File: config.mk
export PLATFORM = sky130hd
export DESIGN_NAME = aspsr_regs
export DESIGN_NICKNAME = d
export VERILOG_FILES = /design/src/design/aspsr_pkg.sv /design/src/design/aspsr_intr_capture.sv /design/src/design/aspsr_regs.sv
export SDC_FILE = /design/constraint.sdc
export NUM_CORES = 1
export LEC_CHECK = 0
export BUFFER_PORTS_ARGS = -buffer_cell sky130_fd_sc_hd__buf_2
export CAP_MARGIN = 20
export CORE_MARGIN = 8
export CORE_UTILIZATION = 28
export CTS_CLUSTER_DIAMETER = 150
export CTS_CLUSTER_SIZE = 12
export DETAILED_ROUTE_END_ITERATION = 7
export PLACE_DENSITY_LB_ADDON = 0.05
export RECOVER_POWER = 100
export SLEW_MARGIN = 20
export SYNTH_ARGS = -nofsm -noshare
export SYNTH_HDL_FRONTEND = slang
export SYNTH_HIERARCHICAL = 1
export SYNTH_SLANG_ARGS = --single-unit
File: constraint.sdc
create_clock -name mclk -period 3.32 [get_ports mclk]
set_clock_uncertainty 0.05 [all_clocks]
set_input_delay 0.996 -clock mclk [delete_from_list [all_inputs] [get_ports mclk]]
set_output_delay 0.996 -clock mclk [all_outputs]
set_load 0.05 [all_outputs]
File: src/design/aspsr_pkg.sv
// constants of the physical layer control and status register bank
package aspsr_pkg;
  localparam int CTL_NUM = 16;
  localparam int GRP_NUM = 6;
  localparam int STAT_NUM = 5;
  localparam int CNT_NUM = 4;
  localparam int CNT_W = 24;
  // control register indices
  localparam int CTL_GENERAL = 0;
  localparam int CTL_LOOPBACK = 1;
  localparam int CTL_CELL_GEN = 2;
  localparam int CTL_CELL_VALID = 3;
  localparam int CTL_BUS_ONE = 4;
  localparam int CTL_BUS_TWO = 5;
  localparam int CTL_TX_SEC = 6;
  localparam int CTL_TX_LINE = 7;
  localparam int CTL_TX_PATH = 8;
  localparam int CTL_TX_PROT_ONE = 9;
  localparam int CTL_TX_PROT_TWO = 10;
  localparam int CTL_LINE_FAIL_EN = 11;
  localparam int CTL_PROT_TH = 12;
  localparam int CTL_PATH_TH = 13;
  localparam int CTL_ERR_PATTERN = 14;
  localparam int CTL_SUM_MASK = 15;
  localparam logic [6:0] CTL_ADDR [CTL_NUM] = '{7'h00, 7'h01, 7'h04, 7'h08, 7'h0a, 7'h0b, 7'h0c, 7'h0d,
    7'h0e, 7'h10, 7'h11, 7'h6e, 7'h09, 7'h3b, 7'h07, 7'h34};
  localparam logic [7:0] PROT_TH_RST = 8'h36;
  localparam logic [7:0] PATH_TH_RST = 8'h46;
  localparam logic [7:0] CTL_RST [CTL_NUM] = '{8'h00, 8'h00, 8'h00, 8'h00, 8'h00, 8'h00, 8'h00, 8'h00,
    8'h00, 8'h00, 8'h00, 8'h00, PROT_TH_RST, PATH_TH_RST, 8'h00, 8'h00};
  // general control bits
  localparam int CNTR_LATCH_BIT = 4;
  localparam int STAT_LATCH_BIT = 5;
  localparam int PIN_EN_BIT = 6;
  // interrupt groups: section, line, path, tx cell, rx cell, protection
  localparam int GRP_RX_CELL = 4;
  localparam int GRP_PROT = 5;
  localparam logic [6:0] GRP_MASK_ADDR [GRP_NUM] = '{7'h35, 7'h36, 7'h37, 7'h38, 7'h39, 7'h3a};
  localparam logic [6:0] GRP_IND_ADDR [GRP_NUM] = '{7'h3d, 7'h3e, 7'h3f, 7'h40, 7'h41, 7'h42};
  localparam int GRP_SUM_BIT [GRP_NUM] = '{7, 6, 5, 0, 1, 2};
  localparam logic [GRP_NUM-1:0] GRP_DUAL = 6'h20;
  localparam logic [6:0] ADDR_SUM_IND = 7'h3c;
  localparam logic [6:0] STAT_ADDR [STAT_NUM] = '{7'h45, 7'h46, 7'h47, 7'h48, 7'h49};
  localparam int STAT_RW_NUM = 2;
  localparam logic [1:0] STAT_RW_RST = 2'h0;
  // other addresses
  localparam logic [6:0] ADDR_ERR_INSERT = 7'h06;
  localparam logic [6:0] ADDR_RX_PROT_ONE = 7'h14;
  localparam logic [6:0] ADDR_RX_PROT_TWO = 7'h15;
  localparam logic [6:0] ADDR_RX_SYNC = 7'h16;
  localparam logic [6:0] ADDR_RX_LABEL = 7'h18;
  localparam logic [6:0] ADDR_RX_PATH_STAT = 7'h19;
  localparam logic [6:0] ADDR_RX_PROT_STAT = 7'h4a;
  // error counters: section, line, path, corrected header
  localparam int CNT_SEC = 0;
  localparam int CNT_LINE = 1;
  localparam int CNT_PATH = 2;
  localparam int CNT_HEC = 3;
  localparam int CNT_BYTES [CNT_NUM] = '{2, 3, 2, 1};
  localparam logic [6:0] CNT_BASE [CNT_NUM] = '{7'h54, 7'h50, 7'h56, 7'h4d};
  localparam logic [CNT_W-1:0] CNT_MAX [CNT_NUM] = '{24'h00ffff, 24'hffffff, 24'h00ffff, 24'h0000ff};
endpackage : aspsr_pkg

File: src/design/aspsr_intr_capture.sv
// sticky change indication for one interrupt group
`timescale 1ns/1ps
`default_nettype none
module aspsr_intr_capture #(
  parameter bit DUAL = 1'b0
) (
  input wire logic mclk,
  input wire logic arst_n,
  input wire logic [7:0] status,
  input wire logic [7:0] enable,
  input wire logic readClear,
  output logic [7:0] pend
);
  logic [7:0] prevStatus;
  logic [7:0] setv;
  logic [7:0] clrv;

  assign setv = (DUAL ? (prevStatus ^ status) : (~prevStatus & status)) & enable;
  assign clrv = readClear ? pend : 8'h00;

  always_ff @(posedge mclk or negedge arst_n) begin
    if (!arst_n) begin
      prevStatus <= 8'h00;
    end else begin
      prevStatus <= status;
    end
  end

  // a set in the clearing cycle survives
  always_ff @(posedge mclk or negedge arst_n) begin
    if (!arst_n) begin
      pend <= 8'h00;
    end else begin
      pend <= (pend & ~clrv) | setv;
    end
  end

  chk_edge_sets_pend: assert property (@(posedge mclk) disable iff (!arst_n)
    setv != 8'h00 |=> (pend & $past(setv)) == $past(setv))
    else $error("enabled status change did not set its indication");
  chk_read_clears: assert property (@(posedge mclk) disable iff (!arst_n)
    readClear && setv == 8'h00 |=> pend == 8'h00)
    else $error("read of indication did not clear it");
  chk_no_spurious: assert property (@(posedge mclk) disable iff (!arst_n)
    (setv & ~pend) == 8'h00 |=> (pend & ~$past(pend)) == 8'h00)
    else $error("indication set without an enabled change");
endmodule : aspsr_intr_capture
`default_nettype wire

File: src/design/aspsr_regs.sv
// control, status, interrupt and counter register bank of the physical layer
`timescale 1ns/1ps
`default_nettype none
// What this block does
// - hardware clears each error insertion request bit after inserting that error
// - a hardware self-clear beats a simultaneous host write; the bit ends zero
// - status registers snapshot once per second only while status latch enable is one
// - error counters snapshot once per second only while counter latch enable is one
// - protection indications set on either status edge, only when enabled
// - reading an indication register clears the indications it returned
// - protection threshold: fail exponent high nibble, degrade low; defaults 3 and 6
// - path threshold: fail exponent high nibble default 4, degrade low default 6
// - section parity count read as low and high bytes at adjacent addresses
// - line parity count read as low, mid and high bytes at three addresses
// - path parity count read as low and high bytes at adjacent addresses
// - corrected header check errors are counted in their own counter register
// - protection interrupt reaches pin only with mask, summary and pin enables
// - rx cell interrupt reaches pin only with mask, summary and pin enables
// - rx section and line status: bits seven to two read-only, one to zero writable
// - last received protection bytes shown in two read-only registers
// - error pattern bits are exclusive-ored into the corrupted octet
// - single-event indications set on rising edge while enabled, clear on read
module aspsr_regs (
  input wire logic mclk,
  input wire logic arst_n,
  input wire logic regCs,
  input wire logic regRd,
  input wire logic regWr,
  input wire logic [6:0] regAddr,
  input wire logic [7:0] regWdata,
  output logic [7:0] regRdata,
  input wire logic [7:0] secStatus,
  input wire logic [7:0] lineStatus,
  input wire logic [7:0] pathStatus,
  input wire logic [7:0] txCellStatus,
  input wire logic [7:0] rxCellStatus,
  input wire logic [7:0] protStatus,
  input wire logic [7:0] rxProtByteOne,
  input wire logic [7:0] rxProtByteTwo,
  input wire logic rxProtValid,
  input wire logic [7:0] rxSyncStatus,
  input wire logic [7:0] rxPathLabel,
  input wire logic [7:0] rxPathStatusByte,
  input wire logic oneSecTick,
  input wire logic secParityErr,
  input wire logic lineParityErr,
  input wire logic pathParityErr,
  input wire logic hecCorrected,
  input wire logic [7:0] errInsDone,
  input wire logic [7:0] txOctetIn,
  input wire logic insertNow,
  output logic [7:0] txOctetOut,
  output logic [7:0] errInsReq,
  output logic [7:0] generalCtl,
  output logic [7:0] loopbackCtl,
  output logic [7:0] cellGenCtl,
  output logic [7:0] cellValidCtl,
  output logic [7:0] cellBusCtlOne,
  output logic [7:0] cellBusCtlTwo,
  output logic [7:0] txSecCtl,
  output logic [7:0] txLineCtl,
  output logic [7:0] txPathCtl,
  output logic [7:0] txProtOne,
  output logic [7:0] txProtTwo,
  output logic [7:0] lineFailOutEn,
  output logic [7:0] protThreshold,
  output logic [7:0] pathThreshold,
  output logic interruptOutN
);
  logic wrEn;
  logic rdEn;
  logic [7:0] ctl [aspsr_pkg::CTL_NUM];
  logic [7:0] intrMask [aspsr_pkg::GRP_NUM];
  logic [7:0] pend [aspsr_pkg::GRP_NUM];
  logic [7:0] statusIn [aspsr_pkg::GRP_NUM];
  logic [7:0] statLat [aspsr_pkg::STAT_NUM];
  logic [7:0] statShow [aspsr_pkg::STAT_NUM];
  logic [1:0] statRw [aspsr_pkg::STAT_RW_NUM];
  logic [aspsr_pkg::CNT_W-1:0] cntRun [aspsr_pkg::CNT_NUM];
  logic [aspsr_pkg::CNT_W-1:0] cntSnap [aspsr_pkg::CNT_NUM];
  logic [aspsr_pkg::CNT_W-1:0] cntShow [aspsr_pkg::CNT_NUM];
  logic [aspsr_pkg::CNT_NUM-1:0] cntInc;
  logic [7:0] rxProtOne;
  logic [7:0] rxProtTwo;
  logic [7:0] summaryInd;
  logic [7:0] next_rdata;
  logic [7:0] next_error_insertion_ctl;
  logic next_irqN;
  logic statLatchEn;
  logic cntLatchEn;

  assign wrEn = regCs & regWr;
  assign rdEn = regCs & regRd;
  assign statLatchEn = ctl[aspsr_pkg::CTL_GENERAL][aspsr_pkg::STAT_LATCH_BIT];
  assign cntLatchEn = ctl[aspsr_pkg::CTL_GENERAL][aspsr_pkg::CNTR_LATCH_BIT];
  assign statusIn[0] = secStatus;
  assign statusIn[1] = lineStatus;
  assign statusIn[2] = pathStatus;
  assign statusIn[3] = txCellStatus;
  assign statusIn[4] = rxCellStatus;
  assign statusIn[5] = protStatus;
  assign cntInc = {hecCorrected, pathParityErr, lineParityErr, secParityErr};

  ////////////////////////////////////////////////////////////////////////////
  // host writable control registers
  genvar gi;
  generate
    for (gi = 0; gi < aspsr_pkg::CTL_NUM; gi++) begin : g_ctl
      always_ff @(posedge mclk or negedge arst_n) begin
        if (!arst_n) begin
          ctl[gi] <= aspsr_pkg::CTL_RST[gi];
        end else if (wrEn && regAddr == aspsr_pkg::CTL_ADDR[gi]) begin
          ctl[gi] <= regWdata;
        end
      end
    end
  endgenerate

  assign generalCtl = ctl[aspsr_pkg::CTL_GENERAL];
  assign loopbackCtl = ctl[aspsr_pkg::CTL_LOOPBACK];
  assign cellGenCtl = ctl[aspsr_pkg::CTL_CELL_GEN];
  assign cellValidCtl = ctl[aspsr_pkg::CTL_CELL_VALID];
  assign cellBusCtlOne = ctl[aspsr_pkg::CTL_BUS_ONE];
  assign cellBusCtlTwo = ctl[aspsr_pkg::CTL_BUS_TWO];
  assign txSecCtl = ctl[aspsr_pkg::CTL_TX_SEC];
  assign txLineCtl = ctl[aspsr_pkg::CTL_TX_LINE];
  assign txPathCtl = ctl[aspsr_pkg::CTL_TX_PATH];
  assign txProtOne = ctl[aspsr_pkg::CTL_TX_PROT_ONE];
  assign txProtTwo = ctl[aspsr_pkg::CTL_TX_PROT_TWO];
  assign lineFailOutEn = ctl[aspsr_pkg::CTL_LINE_FAIL_EN];
  assign protThreshold = ctl[aspsr_pkg::CTL_PROT_TH];
  assign pathThreshold = ctl[aspsr_pkg::CTL_PATH_TH];

  ////////////////////////////////////////////////////////////////////////////
  // error insertion requests and octet corruption
  always_comb begin
    next_error_insertion_ctl = errInsReq;
    if (wrEn && regAddr == aspsr_pkg::ADDR_ERR_INSERT) begin
      next_error_insertion_ctl = regWdata;
    end
    next_error_insertion_ctl = next_error_insertion_ctl & ~errInsDone;
  end

  always_ff @(posedge mclk or negedge arst_n) begin
    if (!arst_n) begin
      errInsReq <= 8'h00;
    end else begin
      errInsReq <= next_error_insertion_ctl;
    end
  end

  always_ff @(posedge mclk or negedge arst_n) begin
    if (!arst_n) begin
      txOctetOut <= 8'h00;
    end else if (insertNow) begin
      txOctetOut <= txOctetIn ^ ctl[aspsr_pkg::CTL_ERR_PATTERN];
    end else begin
      txOctetOut <= txOctetIn;
    end
  end

  ////////////////////////////////////////////////////////////////////////////
  // received protection bytes
  always_ff @(posedge mclk or negedge arst_n) begin
    if (!arst_n) begin
      rxProtOne <= 8'h00;
      rxProtTwo <= 8'h00;
    end else if (rxProtValid) begin
      rxProtOne <= rxProtByteOne;
      rxProtTwo <= rxProtByteTwo;
    end
  end

  ////////////////////////////////////////////////////////////////////////////
  // overhead and cell status with one-second latching
  generate
    for (gi = 0; gi < aspsr_pkg::STAT_NUM; gi++) begin : g_stat
      always_ff @(posedge mclk or negedge arst_n) begin
        if (!arst_n) begin
          statLat[gi] <= 8'h00;
        end else if (oneSecTick && statLatchEn) begin
          statLat[gi] <= statusIn[gi];
        end
      end
    end
    for (gi = 0; gi < aspsr_pkg::STAT_RW_NUM; gi++) begin : g_stat_rw
      always_ff @(posedge mclk or negedge arst_n) begin
        if (!arst_n) begin
          statRw[gi] <= aspsr_pkg::STAT_RW_RST;
        end else if (wrEn && regAddr == aspsr_pkg::STAT_ADDR[gi]) begin
          statRw[gi] <= regWdata[1:0];
        end
      end
    end
  endgenerate

  always_comb begin
    for (int s = 0; s < aspsr_pkg::STAT_NUM; s++) begin
      statShow[s] = statLatchEn ? statLat[s] : statusIn[s];
    end
    for (int s = 0; s < aspsr_pkg::STAT_RW_NUM; s++) begin
      statShow[s][1:0] = statRw[s];
    end
  end

  ////////////////////////////////////////////////////////////////////////////
  // saturating error counters with one-second snapshot
  generate
    for (gi = 0; gi < aspsr_pkg::CNT_NUM; gi++) begin : g_cnt
      always_ff @(posedge mclk or negedge arst_n) begin
        if (!arst_n) begin
          cntRun[gi] <= '0;
          cntSnap[gi] <= '0;
        end else if (oneSecTick && cntLatchEn) begin
          cntSnap[gi] <= cntRun[gi];
          cntRun[gi] <= {{(aspsr_pkg::CNT_W-1){1'b0}}, cntInc[gi]};
        end else if (cntInc[gi] && cntRun[gi] != aspsr_pkg::CNT_MAX[gi]) begin
          cntRun[gi] <= cntRun[gi] + 24'h000001;
        end
      end
      assign cntShow[gi] = cntLatchEn ? cntSnap[gi] : cntRun[gi];
    end
  endgenerate

  ////////////////////////////////////////////////////////////////////////////
  // interrupt indications, summary and pin
  generate
    for (gi = 0; gi < aspsr_pkg::GRP_NUM; gi++) begin : g_intr
      always_ff @(posedge mclk or negedge arst_n) begin
        if (!arst_n) begin
          intrMask[gi] <= 8'h00;
        end else if (wrEn && regAddr == aspsr_pkg::GRP_MASK_ADDR[gi]) begin
          intrMask[gi] <= regWdata;
        end
      end
      aspsr_intr_capture #(
        .DUAL(aspsr_pkg::GRP_DUAL[gi])
      ) u_capture (
        .mclk(mclk),
        .arst_n(arst_n),
        .status(statusIn[gi]),
        .enable(intrMask[gi]),
        .readClear(rdEn && regAddr == aspsr_pkg::GRP_IND_ADDR[gi]),
        .pend(pend[gi])
      );
    end
  endgenerate

  always_comb begin
    summaryInd = 8'h00;
    for (int g = 0; g < aspsr_pkg::GRP_NUM; g++) begin
      summaryInd[aspsr_pkg::GRP_SUM_BIT[g]] = |(pend[g] & intrMask[g]);
    end
    next_irqN = ~(ctl[aspsr_pkg::CTL_GENERAL][aspsr_pkg::PIN_EN_BIT]
      & |(summaryInd & ctl[aspsr_pkg::CTL_SUM_MASK]));
  end

  always_ff @(posedge mclk or negedge arst_n) begin
    if (!arst_n) begin
      interruptOutN <= 1'b1;
    end else begin
      interruptOutN <= next_irqN;
    end
  end

  ////////////////////////////////////////////////////////////////////////////
  // read data; test locations and unmapped addresses read zero
  always_comb begin
    next_rdata = 8'h00;
    for (int i = 0; i < aspsr_pkg::CTL_NUM; i++) begin
      if (regAddr == aspsr_pkg::CTL_ADDR[i]) next_rdata = ctl[i];
    end
    for (int g = 0; g < aspsr_pkg::GRP_NUM; g++) begin
      if (regAddr == aspsr_pkg::GRP_MASK_ADDR[g]) next_rdata = intrMask[g];
      if (regAddr == aspsr_pkg::GRP_IND_ADDR[g]) next_rdata = pend[g];
    end
    for (int s = 0; s < aspsr_pkg::STAT_NUM; s++) begin
      if (regAddr == aspsr_pkg::STAT_ADDR[s]) next_rdata = statShow[s];
    end
    for (int c = 0; c < aspsr_pkg::CNT_NUM; c++) begin
      for (int b = 0; b < 3; b++) begin
        if (b < aspsr_pkg::CNT_BYTES[c] && regAddr == aspsr_pkg::CNT_BASE[c] + 7'(b)) begin
          next_rdata = cntShow[c][8*b +: 8];
        end
      end
    end
    unique case (regAddr)
      aspsr_pkg::ADDR_ERR_INSERT: next_rdata = errInsReq;
      aspsr_pkg::ADDR_SUM_IND: next_rdata = summaryInd;
      aspsr_pkg::ADDR_RX_PROT_ONE: next_rdata = rxProtOne;
      aspsr_pkg::ADDR_RX_PROT_TWO: next_rdata = rxProtTwo;
      aspsr_pkg::ADDR_RX_SYNC: next_rdata = rxSyncStatus;
      aspsr_pkg::ADDR_RX_LABEL: next_rdata = rxPathLabel;
      aspsr_pkg::ADDR_RX_PATH_STAT: next_rdata = rxPathStatusByte;
      aspsr_pkg::ADDR_RX_PROT_STAT: next_rdata = protStatus;
      default: ;
    endcase
  end

  always_ff @(posedge mclk or negedge arst_n) begin
    if (!arst_n) begin
      regRdata <= 8'h00;
    end else if (rdEn) begin
      regRdata <= next_rdata;
    end
  end

  ////////////////////////////////////////////////////////////////////////////
  // checks
  chk_error_insertion_ctl_self_clear: assert property (@(posedge mclk) disable iff (!arst_n)
    errInsDone != 8'h00 |=> (errInsReq & $past(errInsDone)) == 8'h00)
    else $error("error insertion bit not cleared after insertion");
  chk_status_latch_hold: assert property (@(posedge mclk) disable iff (!arst_n)
    !(oneSecTick && statLatchEn) |=> statLat[2] == $past(statLat[2]))
    else $error("status snapshot changed without enabled tick");
  chk_count_snap_hold: assert property (@(posedge mclk) disable iff (!arst_n)
    !(oneSecTick && cntLatchEn) |=> cntSnap[aspsr_pkg::CNT_LINE] == $past(cntSnap[aspsr_pkg::CNT_LINE]))
    else $error("counter snapshot changed without enabled tick");
  chk_threshold_reset: assert property (@(posedge mclk) disable iff (!arst_n)
    $rose(arst_n) |-> protThreshold == 8'h36 && pathThreshold == 8'h46)
    else $error("threshold defaults wrong after reset");
  chk_section_high_read: assert property (@(posedge mclk) disable iff (!arst_n)
    rdEn && regAddr == 7'h55 |=> regRdata == $past(cntShow[aspsr_pkg::CNT_SEC][15:8]))
    else $error("section count high byte read wrong");
  chk_line_mid_read: assert property (@(posedge mclk) disable iff (!arst_n)
    rdEn && regAddr == 7'h51 |=> regRdata == $past(cntShow[aspsr_pkg::CNT_LINE][15:8]))
    else $error("line count mid byte read wrong");
  chk_path_low_read: assert property (@(posedge mclk) disable iff (!arst_n)
    rdEn && regAddr == 7'h56 |=> regRdata == $past(cntShow[aspsr_pkg::CNT_PATH][7:0]))
    else $error("path count low byte read wrong");
  chk_hec_count_inc: assert property (@(posedge mclk) disable iff (!arst_n)
    hecCorrected && !oneSecTick && cntRun[aspsr_pkg::CNT_HEC] < 24'h0000ff
    |=> cntRun[aspsr_pkg::CNT_HEC] == $past(cntRun[aspsr_pkg::CNT_HEC]) + 24'h000001)
    else $error("corrected header count did not advance");
  chk_prot_pin_gate: assert property (@(posedge mclk) disable iff (!arst_n)
    (pend[aspsr_pkg::GRP_PROT] & intrMask[aspsr_pkg::GRP_PROT]) != 8'h00 && ctl[aspsr_pkg::CTL_SUM_MASK][2]
    && ctl[aspsr_pkg::CTL_GENERAL][6] |=> !interruptOutN)
    else $error("enabled protection interrupt missing on pin");
  chk_rx_cell_status_pin_gate: assert property (@(posedge mclk) disable iff (!arst_n)
    (pend[aspsr_pkg::GRP_RX_CELL] & intrMask[aspsr_pkg::GRP_RX_CELL]) != 8'h00
    && ctl[aspsr_pkg::CTL_SUM_MASK][1] && ctl[aspsr_pkg::CTL_GENERAL][6] |=> !interruptOutN)
    else $error("enabled rx cell interrupt missing on pin");
  chk_pin_release: assert property (@(posedge mclk) disable iff (!arst_n)
    !ctl[aspsr_pkg::CTL_GENERAL][6] || (summaryInd & ctl[aspsr_pkg::CTL_SUM_MASK]) == 8'h00 |=> interruptOutN)
    else $error("interrupt pin held without enabled indication");
  chk_status_rw_bits: assert property (@(posedge mclk) disable iff (!arst_n)
    wrEn && regAddr == 7'h45 |=> statRw[0] == $past(regWdata[1:0]))
    else $error("section status writable bits not stored");
  chk_prot_byte_store: assert property (@(posedge mclk) disable iff (!arst_n)
    rxProtValid |=> rxProtOne == $past(rxProtByteOne) && rxProtTwo == $past(rxProtByteTwo))
    else $error("received protection bytes not captured");
  chk_xor_insert: assert property (@(posedge mclk) disable iff (!arst_n)
    insertNow |=> txOctetOut == ($past(txOctetIn) ^ $past(ctl[aspsr_pkg::CTL_ERR_PATTERN])))
    else $error("error pattern not applied to octet");
endmodule : aspsr_regs
`default_nettype wire

==> results.json <==
{
  "drive_gt1_share_pct": 24.2,
  "portBuffers": 267,
  "ys_seq_area_share_pct": 49.0,
  "hold_path_class": "reg -> reg",
  "synth_top_flop_cell": "dfrtp_1",
  "period_share_pct": 102,
  "crit_required_ns": 3.82,
  "seqPwrFrac_pct": 49.5,
  "wire_per_inst_um": 27.5,
  "irDropWorstVdd_v": 0.000325,
  "h-tree-depth": 2,
  "multi_input_area_um2": 11700,
  "viasPerCell": 5.17,
  "cts.repair.resized": 1,
  "pre_cts_slack_ns": -0.634,
  "cp-start-kind": "input port",
  "share_comb_of_total_power_pct": 16.2,
  "firstDrtPassIters": 7,
  "ys_ff_latch": 513,
  "power_density_nw_per_um2": 485,
  "synthCells": 2553,
  "status": "complete, but fails checks",
  "finalPower_w": 0.0152,
  "coreArea_um2": 93000,
  "p_leak_nw": 14.1,
  "io_pins": 268,
  "tightest_slew_ns": 2.61,
  "yosysWarnings": 6,
  "max-slew-margin-rel_pct": -74.2,
  "clk_pin_slew_worst_paths_ns": 0.08,
  "final.setup.worst_slack_ns": -0.0572,
  "path_class": "in -> reg",
  "synth-edff-count": 0,
  "nets": 3111,
  "cp_max_fo": 8,
  "cts_buffer_depth": 3,
  "grt_max_degree": 81,
  "violations": "capacitance limit, slew limit, setup timing",
  "antenna_found_initial": 5,
  "ant_nets": 0,
  "synth_fp_nets": 2688,
  "fmax_mhz": 296,
  "dp_hpwl_mm": 91.4,
  "gr-total-overflow": 0,
  "cap_violations": 1,
  "period_minus_slack_ns": 3.38,
  "area_growth_pct": 19.7,
  "die_y_um": 322,
  "cts_tree": "built",
  "cts_setup_buffers": 0,
  "grt_usage_pct": 21.9,
  "final_common_cell": "dfrtp_1",
  "syn_area_per_cell_um2": 10.3,
  "clock-root-buffer": "clkbuf_16",
  "gp_congestion": 0.931,
  "core.rowCount": 112,
  "initial_core_util_pct": 28.2,
  "p_clk_share_pct": 34.2,
  "clock_sinks": 513,
  "postSynth.asyncResetShare_pct": 100,
  "fillerInstances": 9754,
  "utilization_pct": 33.8,
  "internal-power_w": 0.0105,
  "crit_path_end_kind": "flip-flop",
  "ctsHoldBuffers": 0,
  "finalSetupViolCount": 3,
  "finalHoldViolations": 0,
  "layout_common_cells": "503 x dfrtp_1, 383 x nand2_1, 261 x buf_4",
  "drt_iter0_drc": 1658,
  "numCtsBuffers": 48,
  "die_w_um": 322,
  "rsz0062_at_grt": "true",
  "grt_pass1_vias": 22459,
  "yosysUniqueCellTypes": 96,
  "vias": 21977,
  "power.switching_w": 0.00476,
  "synth_area_um2": 26200,
  "sw_frac_of_total_pct": 31.2,
  "fin_setup_tns_ns": -0.0980,
  "cp_data_arrival_time_ns": 3.87,
  "clk_latency_ns": 0.62,
  "grt_pass1_wl_mm": 168,
  "drv_slew": 41,
  "dieArea_um2": 104000,
  "drc": 0,
  "routed_wl_mm": 117,
  "register_area_um2": 12900
}
-- sequential cells by signal (all words and copies together) (netlist names), 16 cells and up --
register                     flops
ctl                             16
statLat                         36
cntSnap                         64
intrMask                        48
cntRun                          96
g_intr.u_capture/pend           48
g_intr.u_capture/prevStatus     48
-- logic make-up (layout without fill, tap and decap cells) --
kind of cell / Yosys count / in the layout / share of synthesized area [%]
AO/OA/AOI/OAI: 485 / 485 / 12.4
XOR/XNOR: 85 / 85 / 2.84
adder cells (fa/ha/maj): 4 / 4 / 0.191
buffers and inverters: 293 / 736 / 6.27
flip-flops: 513 / 513 / 49.0
multiplexers: 343 / 343 / 14.3
other: 0 / 1 / 0
AND/OR/NAND/NOR: 830 / 830 / 15.1
-- synth_stat cells (11+ instances only) --
master     number  area (um^2)
o221ai_1       11         96.3
a211oi_1       15          113
and3_1         15         93.8
nand3_1        44          220
dfrtp_1       505        12600
o211ai_1       14          105
nand2b_1       11         68.8
a221oi_1       20          175
a21oi_1        99          495
nand4_1        38          238
clkbuf_1       67          251
buf_4         119          893
buf_2          37          185
xnor2_1        16          140
o2111ai_1      11         96.3
nor2_1        182          683
o21ai_0        91          455
nand2_1       383         1440
nor3_1         30          150
or3_1          24          150
mux2_2        249         2800
mux2i_1        94          941
a22oi_1        55          413
xor2_1         69          604
o22ai_1        68          425
inv_1          52          195
-- per-layer routing --
metal | part of all wire, % | track usage (%) | routed length, um
met5 | 0.011 | 0 | 13
met1 | 44 | 29.4 | 51700
met4 | 2.6 | 5.19 | 3010
met2 | 48 | 37.2 | 56100
met3 | 5.2 | 3.18 | 6060
-- final timing paths --
| kind | from | slack, ns | end | depth (start not counted) |
|---|---|---|---|---|
| min reg2reg | g_intr[3].u_capture/prevStatus[3] | 0.37 | g_intr[3].u_capture/pend[3] | 1 |
| max in group asynchronous | arst_n | 0.29 | interruptOutN | 3 |
| min in group asynchronous | arst_n | 1.37 | g_intr[2].u_capture/prevStatus[6] | 1 |
| max | regAddr[0] | -0.06 | regRdata[1] | 12 |
| max reg2reg | generalCtl[4] | 0.22 | cntRun[72] | 6 |
| min | g_intr[3].u_capture/prevStatus[3] | 0.37 | g_intr[3].u_capture/pend[3] | 1 |
-- cell type report --
cell class	count	share of cell area, %
Clock inverter	2	0.0677
Clock buffer	68	4.20
Tap cell	1254	4.99
Sequential cell	513	40.9
Timing Repair Buffer	613	11.9
Antenna cell	1	0.00797
Multi-Input combinational cell	1747	37.3
Inverter	53	0.633
-- worst max-delay path, cell delays in order --
cell and delay [ns]:
buf_2 0.26, buf_4 0.23, nand2b_1 0.18, buf_4 0.20, nor3_4 0.09, nor4_1 0.56, buf_4 0.26, o21a_1 0.22
nand4_1 0.17, nor2_1 0.28, o211ai_1 0.22, a31oi_1 0.18
-- power by group through the flow --
stage	sequential, W	clock (W)	combinational (W)
global placement	0.00766	0	0.00252
global route	0.00764	0.00563	0.00268
floorplan	0.00741	0	0.00146
detailed placement	0.00767	0	0.00255
finish	0.00755	0.00522	0.00247
CTS	0.00755	0.00541	0.00256
-- metrics by stage --
stage / hold slack, ns / std cells / area, um^2
after floorplan: 0.350 / 2553 / 26200
after global placement: 0.364 / 4180 / 30600
after detailed placement: 0.365 / 4180 / 30600
after CTS: 0.240 / 4250 / 31900
after global routing: 0.385 / 4250 / 31400
final: 0.373 / 4251 / 31400
(Power assumes the default switching activity.)
